`config.mk`:
```
export PLATFORM = sky130hd
export DESIGN_NAME = bus_sizing_bridge
export DESIGN_NICKNAME = d
export VERILOG_FILES = /design/src/rtl/bus_sizing_pkg.sv /design/src/rtl/lane_steer_if.sv /design/src/rtl/bus_sizing_bridge.sv /design/src/rtl/lane_steer.sv
export SDC_FILE = /design/constraint.sdc
export NUM_CORES = 1
export LEC_CHECK = 0
export BUFFER_PORTS_ARGS = -buffer_cell sky130_fd_sc_hd__buf_2
export CORE_MARGIN = 2
export CORE_UTILIZATION = 30
export DETAILED_ROUTE_END_ITERATION = 8
export GPL_ROUTABILITY_DRIVEN = 0
export SYNTH_ARGS = -nofsm -noshare
export SYNTH_HDL_FRONTEND = slang
export SYNTH_SLANG_ARGS = --single-unit
```
`constraint.sdc`:
```
create_clock -name clk_sys -period 1.65 [get_ports clk_sys]
set_input_delay 0 -clock clk_sys [delete_from_list [all_inputs] [get_ports clk_sys]]
set_output_delay 0 -clock clk_sys [all_outputs]
set_load 0.02 [all_outputs]
```
`src/rtl/bus_sizing_pkg.sv`:
```
// Shared constants and types for the dynamic bus sizing bridge.
package bus_sizing_pkg;
	localparam int ADDR_W = 30; // Upper-order address lines.
	localparam int DATA_W = 32; // Full data bus width.
	localparam int LANES = 4; // Number of byte lanes.
	localparam logic [3:0] LANES_NONE_N = 4'hF; // All lane selects negated.
	localparam logic [3:0] LANES_UPPER = 4'hC; // Lanes 2 and 3.
	localparam logic [3:0] LANES_LOWER = 4'h3; // Lanes 0 and 1.
	localparam logic [ADDR_W-1:0] ADDR_RST = 30'h0; // Address value after reset.
	localparam logic [DATA_W-1:0] DATA_RST = 32'h0; // Data value after reset.

	// Bus cycle sequencer states, Gray coded along the split path.
	typedef enum logic [2:0] {
		ST_IDLE = 3'h0,
		ST_ADDR = 3'h1,
		ST_DATA = 3'h3,
		ST_ADDR2 = 3'h2,
		ST_DATA2 = 3'h6
	} seq_state_t;
endpackage

```
`src/rtl/lane_steer_if.sv`:
```
// Carrier between the sequencer and the byte lane steering logic.
`timescale 1ns/100ps
interface lane_steer_if;
	logic [3:0] req_lanes; // Active-high lanes of the word being sent.
	logic [3:0] cur_lanes; // Active-high lanes of the cycle on the bus.
	logic half_port; // Half width port seen in this cycle.
	logic [31:0] wdata; // Write word from the core.
	logic [31:0] wdata_first; // Bus image for the first or only cycle.
	logic [31:0] wdata_second; // Bus image for the second split cycle.
	logic [31:0] bus_in; // Raw bus input.
	logic [31:0] rd_steer; // Read word with lanes steered into place.
	modport seq (output req_lanes, cur_lanes, half_port, wdata, bus_in, input wdata_first, wdata_second, rd_steer);
	modport steer (input req_lanes, cur_lanes, half_port, wdata, bus_in, output wdata_first, wdata_second, rd_steer);
endinterface

```
`src/rtl/bus_sizing_bridge.sv`:
```
// Bus cycle sequencer with dynamic 16/32 bit data bus sizing.
// Summary of operation
// RULE1: Slave reports port width every cycle.
// RULE2: Half port splits wide or straddling transfers.
// RULE3: Half port transfers use only lower lines.
// RULE4: Width input ignored without lanes 2/3.
// RULE5: Classify upper-only versus upper-and-lower cycles.
// RULE6: Upper-only half read takes lower lines.
// RULE7: Upper-only writes duplicate upper data downward.
// RULE8: Split read: low bytes first, then high.
// RULE9: Second split cycle keeps lanes 0/1 off.
// RULE10: Split write: full word, then duplicated high.
// RULE11: Slave holds half width in second cycle.
// RULE12: Full width array never reports half width.
// RULE13: Decoder reports half width only there.
// RULE14: Split transfers send low-order part first.
// RULE15: Never empty or non-contiguous lane patterns.
// RULE16: Adapter low byte select from lanes.
// RULE17: Adapter high byte select from lanes.
// RULE18: Adapter word bit high for odd words.
// RULE19: 32-bit data, 30 address lines, 4 selects.
// RULE20: Each lane select marks its data byte.
// RULE21: Every cycle waits for ready acknowledge.
// RULE22: Address and definition stable across split.
`timescale 1ns/100ps
module bus_sizing_bridge (
	input wire logic clk_sys, // System clock, 40 MHz.
	input wire logic reset, // Synchronous reset, active high.
	input wire logic req_valid, // Core asks for one bus word transfer.
	input wire logic [29:0] req_addr, // Core word address.
	input wire logic [3:0] req_lanes, // Core active-high byte lanes.
	input wire logic req_write, // Core transfer is a write.
	input wire logic [31:0] req_wdata, // Core write word.
	output logic req_busy, // Sequencer is running a transfer.
	output logic done, // One-cycle pulse when transfer ends.
	output logic bad_lanes, // One-cycle pulse, lane pattern refused.
	output logic [31:0] rdata, // Assembled read word.
	output logic [29:0] addr_out, // Upper-order address lines.
	output logic lane0_select_n, // Lane 0 select, active low.
	output logic lane1_select_n, // Lane 1 select, active low.
	output logic lane2_select_n, // Lane 2 select, active low.
	output logic lane3_select_n, // Lane 3 select, active low.
	output logic write_out, // Cycle definition, high for write.
	output logic addr_strobe_n, // Address strobe, active low.
	output logic [31:0] data_out, // Data bus output value.
	output logic data_oe, // Data bus output enable, high drives.
	input wire logic [31:0] data_in, // Data bus input value.
	input wire logic ready_n, // Transfer acknowledge, active low.
	input wire logic half_width_port_n // Port is 16 bits wide, active low.
);
	// Lane pattern is non-empty and contiguous.
	function automatic logic lanes_legal(input logic [3:0] l);
		case (l)
			4'h1, 4'h2, 4'h4, 4'h8, 4'h3, 4'h6, 4'hC, 4'h7, 4'hE, 4'hF: lanes_legal = 1'b1;
			default: lanes_legal = 1'b0;
		endcase
	endfunction

	// Expand lanes to a byte mask.
	function automatic logic [31:0] lane_mask(input logic [3:0] l);
		lane_mask = {{8{l[3]}}, {8{l[2]}}, {8{l[1]}}, {8{l[0]}}};
	endfunction

	bus_sizing_pkg::seq_state_t state_ff, nxt_state; // Sequencer state.
	logic [3:0] lanes_ff; // Active-high lanes on the bus now.
	logic [31:0] wdata_ff; // Latched core write word.
	logic [3:0] lanes_n; // Lane selects as a vector.
	lane_steer_if ls(); // Steering carrier.

	lane_steer u_steer (
		.ls(ls)
	);

	// Width input counts only when lanes 2 or 3 take part.
	wire half_eff = ~half_width_port_n & (lanes_ff[2] | lanes_ff[3]); // RULE4 RULE1
	// Cycle covers both halves when lanes 1 and 2 are both active.
	wire both_halves = lanes_ff[1] & lanes_ff[2]; // RULE5
	wire acked = ~ready_n; // Slave acknowledges this cycle.
	wire need_split = half_eff & both_halves; // RULE2
	wire accept = (state_ff == bus_sizing_pkg::ST_IDLE) & req_valid; // New request taken.
	wire legal = lanes_legal(req_lanes); // RULE15
	// First half of a split captures only lanes 0 and 1.
	wire [3:0] cap_lanes = need_split ? (lanes_ff & bus_sizing_pkg::LANES_LOWER) : lanes_ff; // RULE8 RULE14
	wire [31:0] cap_mask = lane_mask(cap_lanes); // RULE20
	wire in_data = (state_ff == bus_sizing_pkg::ST_DATA) | (state_ff == bus_sizing_pkg::ST_DATA2); // Data phase.

	assign ls.req_lanes = state_ff == bus_sizing_pkg::ST_IDLE ? req_lanes : lanes_ff;
	assign ls.cur_lanes = lanes_ff;
	assign ls.half_port = half_eff;
	assign ls.wdata = state_ff == bus_sizing_pkg::ST_IDLE ? req_wdata : wdata_ff;
	assign ls.bus_in = data_in;
	assign lane0_select_n = lanes_n[0];
	assign lane1_select_n = lanes_n[1];
	assign lane2_select_n = lanes_n[2];
	assign lane3_select_n = lanes_n[3];

	// Next state: wait in each data phase until acknowledged.
	always_comb begin
		nxt_state = state_ff;
		case (state_ff)
			bus_sizing_pkg::ST_IDLE: begin
				if (req_valid && legal) begin
					nxt_state = bus_sizing_pkg::ST_ADDR;
				end
			end
			bus_sizing_pkg::ST_ADDR: nxt_state = bus_sizing_pkg::ST_DATA;
			bus_sizing_pkg::ST_DATA: begin
				if (acked) begin // RULE21
					nxt_state = need_split ? bus_sizing_pkg::ST_ADDR2 : bus_sizing_pkg::ST_IDLE; // RULE8 RULE10
				end
			end
			bus_sizing_pkg::ST_ADDR2: nxt_state = bus_sizing_pkg::ST_DATA2;
			bus_sizing_pkg::ST_DATA2: begin
				if (acked) begin // RULE21
					nxt_state = bus_sizing_pkg::ST_IDLE;
				end
			end
			default: nxt_state = bus_sizing_pkg::ST_IDLE;
		endcase
	end

	// State register.
	always_ff @(posedge clk_sys) begin
		if (reset) begin
			state_ff <= bus_sizing_pkg::ST_IDLE;
		end else begin
			state_ff <= nxt_state;
		end
	end

	// Address, definition and write word are latched once per request.
	always_ff @(posedge clk_sys) begin
		if (reset) begin
			addr_out <= bus_sizing_pkg::ADDR_RST;
			write_out <= 1'b0;
			wdata_ff <= bus_sizing_pkg::DATA_RST;
		end else if (accept && legal) begin // RULE22
			addr_out <= req_addr;
			write_out <= req_write;
			wdata_ff <= req_wdata;
		end
	end

	// Lane selects: full pattern first, upper lanes only in the second half.
	always_ff @(posedge clk_sys) begin
		if (reset) begin
			lanes_ff <= 4'h0;
			lanes_n <= bus_sizing_pkg::LANES_NONE_N;
		end else if (accept && legal) begin
			lanes_ff <= req_lanes;
			lanes_n <= ~req_lanes; // RULE20 RULE19
		end else if (state_ff == bus_sizing_pkg::ST_DATA && acked && need_split) begin
			lanes_ff <= lanes_ff & bus_sizing_pkg::LANES_UPPER;
			lanes_n <= ~(lanes_ff & bus_sizing_pkg::LANES_UPPER); // RULE9
		end else if (in_data && acked) begin
			lanes_ff <= 4'h0;
			lanes_n <= bus_sizing_pkg::LANES_NONE_N;
		end
	end

	// Address strobe marks the first state of each bus cycle.
	always_ff @(posedge clk_sys) begin
		if (reset) begin
			addr_strobe_n <= 1'b1;
		end else begin
			addr_strobe_n <= ~((accept && legal) || (state_ff == bus_sizing_pkg::ST_DATA && acked && need_split));
		end
	end

	// Write data drive: full or duplicated image, then the upper copy.
	always_ff @(posedge clk_sys) begin
		if (reset) begin
			data_out <= bus_sizing_pkg::DATA_RST;
			data_oe <= 1'b0;
		end else if (accept && legal) begin
			data_out <= ls.wdata_first; // RULE7 RULE10
			data_oe <= req_write;
		end else if (state_ff == bus_sizing_pkg::ST_DATA && acked && need_split) begin
			data_out <= ls.wdata_second; // RULE10 RULE3
		end else if (in_data && acked) begin
			data_oe <= 1'b0;
		end
	end

	// Read capture: only the lanes of this cycle are updated.
	always_ff @(posedge clk_sys) begin
		if (reset) begin
			rdata <= bus_sizing_pkg::DATA_RST;
		end else if (in_data && acked && !write_out) begin
			rdata <= (rdata & ~cap_mask) | (ls.rd_steer & cap_mask); // RULE6 RULE8
		end
	end

	// Handshake flags toward the core.
	always_ff @(posedge clk_sys) begin
		if (reset) begin
			done <= 1'b0;
			bad_lanes <= 1'b0;
			req_busy <= 1'b0;
		end else begin
			done <= (in_data && acked && nxt_state == bus_sizing_pkg::ST_IDLE) || (accept && !legal);
			bad_lanes <= accept && !legal; // RULE15
			req_busy <= nxt_state != bus_sizing_pkg::ST_IDLE;
		end
	end
endmodule

```
`src/rtl/lane_steer.sv`:
```
// Byte lane steering for writes and reads on 16 or 32 bit ports.
`timescale 1ns/100ps
module lane_steer (
	lane_steer_if.steer ls // Steering carrier.
);
	// Write touches only the upper half of the word.
	wire req_upper_only = ~ls.req_lanes[0] & ~ls.req_lanes[1] & (ls.req_lanes[2] | ls.req_lanes[3]);
	// Current cycle touches only the upper half.
	wire cur_upper_only = ~ls.cur_lanes[0] & ~ls.cur_lanes[1] & (ls.cur_lanes[2] | ls.cur_lanes[3]);
	// Upper half copied onto the lower data lines.
	wire [31:0] dup_upper = {ls.wdata[31:16], ls.wdata[31:16]};

	// Upper-only writes always carry a copy on the lower lines.
	assign ls.wdata_first = req_upper_only ? dup_upper : ls.wdata; // RULE7
	// Second split write repeats bytes 2 and 3 on the lower lines.
	assign ls.wdata_second = dup_upper; // RULE10
	// A half width port returns the upper bytes on the lower lines.
	assign ls.rd_steer = (ls.half_port && cur_upper_only) ?
		{ls.bus_in[15:0], ls.bus_in[15:0]} : ls.bus_in; // RULE6 RULE3
endmodule

```
==> qor.yml <==
finish:
  diodes: 0
  fin_nets: 1002
  drive_gt1_frac: 0.344
  multiInputGateArea_um2: 2750
  ff_latch_area_um2: 2550
  fillerInstances: 1767
  area_delta_synth_final_pct: 56.5
pwr:
  power_frac_comb: 0.221
  p_seq_frac: 0.363
  power_density_nw_per_um2: 1060
  power.internal_mw: 6.60
  switching_share: 0.293
  p_sw_mw: 2.74
  pwr-share-clk: 0.417
  leakage_nw: 4.09
  peakVddDrop_uv: 701
  total_power_mw: 9.34
drt:
  drc_errors: 0
  ant_nets: 0
  first_iter_violations: 340
  routedWlPerCell_um: 16.3
  drt_wl_total_um: 18700
  vias: 5749
  dr.pass1.iters: 5
  viasPerCell: 5.02
clock_network:
  clock_path_buffers: 2
  htree_levels: 4
  cts_sinks: 127
  cts-root-buf: "clkbuf_16"
  insertion_delay_ps: 420
  clk_pin_slew_ps: 60
  numCtsBuffers: 17
  cts_tree: "built"
hold_path:
  worstHoldPathType: "input pin to flip-flop"
  min_from: "req_lanes[1]"
  min_delay_path_depth: 4
  min_to: "lanes_ff[1]"
setup_path:
  worst-r2r-cell-count: 6
  r2r_end: "data_out[24]"
  rrSetupSlack_ps: 60
  critPathRequiredTime_ps: 1960
  arrival_ps: 1900
  crit-reg2reg-launch: "state_ff[0]"
  crit_type: "flip-flop to flip-flop"
  worstPathMaxFanout: 47
  endpoint_kind: "flip-flop"
  cp-start-kind: "flip-flop"
synth:
  synth-seq-cells: 127
  synth_edf_count: 0
  syn_area_um2: 5620
  synth.avg_cell_area_um2: 9.46
  synth_flop_cell: "dfxtp_1"
  syn-num-nets: 698
  yosys_warnings: 0
  ys_seq_area_frac: 0.452
  yosysUniqueCellTypes: 47
  synth-async-reset-ratio: 0
  synthCells: 594
global_route:
  grt_max_degree: 108
  antenna_found_initial: 0
  track_usage: 0.181
  grt_pass1_vias: 5601
  grt_pass1_wl_um: 28700
  gr-total-overflow: 0
timing:
  rsz0062_at_grt: "yes"
  min_period_over_period: 0.962
  finClkSkew_ps: 9.69
  finalSetupViolCount: 0
  report.final.hold_viol_count: 0
  maxSlewHeadroom: 0.502
  period_needed_ps: 1590
  whs_ps: 19.0
  tightest_slew_ps: 745
  max_freq_ghz: 0.630
  finalMaxSlewViolations: 0
die:
  die_h_um: 141
  boundaryPins: 208
  start_util: 0.303
  die_area_um2: 19800
  fp.dieW_um: 141
  rows: 50
  core_area_um2: 18500
placement:
  detailed_place_hpwl_um: 11700
  portBuffers: 207
flow_run:
  max-cap-violations: 0
outcome:
  status: "complete, no violations"
synth_stat cells (2+ instances only):
cell type    n  share of area
a211o_1      4         0.0062
a211oi_1    19          0.025
a21oi_1     54          0.048
a31o_1      15          0.023
a31oi_1      3         0.0033
and3_1       3         0.0033
and3b_1      2         0.0031
and4_1       2         0.0031
buf_2       22          0.020
buf_4        2         0.0027
buf_6        7          0.014
clkbuf_1    37          0.025
dfxtp_1    127           0.45
inv_1        9         0.0060
mux2_2       8          0.016
mux2i_1     56           0.10
nand2_1      6         0.0040
nand3_1     52          0.046
nor2_1      35          0.023
nor2b_1      5         0.0056
o2111a_1    16          0.032
o2111ai_1   16          0.025
o211a_1      2         0.0036
o211ai_1     5         0.0067
o21ai_0     50          0.045
o31ai_1     16          0.021
cell usage in the layout, fill, tap and decap left out, types with 4 or more instances in the layout:
master / netlist / layout
buf_2: 22 / 206
dfxtp_1: 127 / 124
dlygate4sd3_1: 0 / 97
a21oi_1: 54 / 54
mux2i_1: 56 / 54
nand3_1: 52 / 52
o21ai_0: 50 / 50
nor2_1: 35 / 35
buf_4: 2 / 33
a211oi_1: 19 / 18
clkbuf_16: 0 / 17
o2111ai_1: 16 / 16
o31ai_1: 16 / 16
o2111a_1: 16 / 16
a31o_1: 15 / 15
buf_12: 0 / 14
inv_1: 9 / 9
mux2_2: 8 / 8
nand2_1: 6 / 6
o211ai_1: 5 / 5
inv_6: 0 / 5
nor2b_1: 5 / 4
cells by family (layout without fill, tap and decap cells):
kind of cell | Yosys count | count (layout) | share of synthesized area
muxes | 64 | 64 | 0.116
and+or+nand+nor | 117 | 117 | 0.110
buffers and inverters | 78 | 394 | 0.0677
DFF | 127 | 127 | 0.452
xor gates and xnor gates | 1 | 1 | 0.00156
AOI/OAI and AO/OA | 207 | 208 | 0.253
worst max path at each step:
stage | depth (start not counted) | slack, ps | start | endpoint
6_report | 6 | 60 | state_ff[0] | data_out[24]
3_3_place_gp | 3 | -50 | lanes_ff[2] | flip-flop
4_1_cts | 5 | 20 | state_ff[1] | data_out[21]
3_5_place_dp | 3 | -180 | lanes_ff[2] | flip-flop
2_1_floorplan | 7 | 0.04 | state_ff[2] | data_out[3]
5_1_grt | 6 | -20 | state_ff[0] | data_out[24]
through the flow:
step           setup TNS (ps)   util  cell area, um2  setup WS [ps]  cells
2_1_floorplan               0      -            5640         0.0407    594
6_report                    0  0.475            8790           62.1   1145
5_1_grt                 -35.2  0.475            8790          -15.4   1145
4_1_cts                     0  0.473            8750           16.7   1143
3_5_place_dp            -2340  0.387            7160           -176   1014
3_3_place_gp             -580  0.387            7160          -53.1   1014
worst max-delay path, cell delays in order (launching register included):
cell and delay, ps:
dfxtp_4 370, nor3_4 210, buf_4 150, nand2_4 90, buf_12 200, o2111a_1 250, a31o_2 200
what timing repair did:
item                                   4_1_cts  5_1_grt
pin swaps                                    1        3
hold buffers                                97        0
gates cloned                                 0        1
setup endpoints to repair                   50       64
buffers inserted                             0        1
gates resized for setup                      4        8
endpoints found under the hold margin      104        0
power by group through the flow:
| stage | combinational (mW) | sequential, mW | clock [mW] |
|---|---|---|---|
| global placement | 1.84 | 3.45 | 0 |
| floorplan | 0.934 | 3.62 | 0 |
| detailed placement | 1.84 | 3.45 | 0 |
| CTS | 2.03 | 3.38 | 3.97 |
| global route | 2.22 | 3.41 | 4.10 |
| finish | 2.06 | 3.39 | 3.89 |
final cells by class:
class | count | share of cell area
flip-flops and latches | 127 | 0.290
well taps | 234 | 0.0333
clock inverters | 15 | 0.0209
inverters | 10 | 0.00427
clock buffers | 17 | 0.0484
repair buffers | 352 | 0.290
multi-input cells | 390 | 0.313
metal layers:
metal	vias to the layer above	global-route usage	routed length, um	part of all wire
met5	-	0	0	0
met4	0	0.0658	380	0.020
met3	31	0.0428	981	0.052
met2	195	0.302	8920	0.48
met1	2689	0.228	8420	0.45
li1	2834	-	-	-
Power figures use the tool's default switching activity.
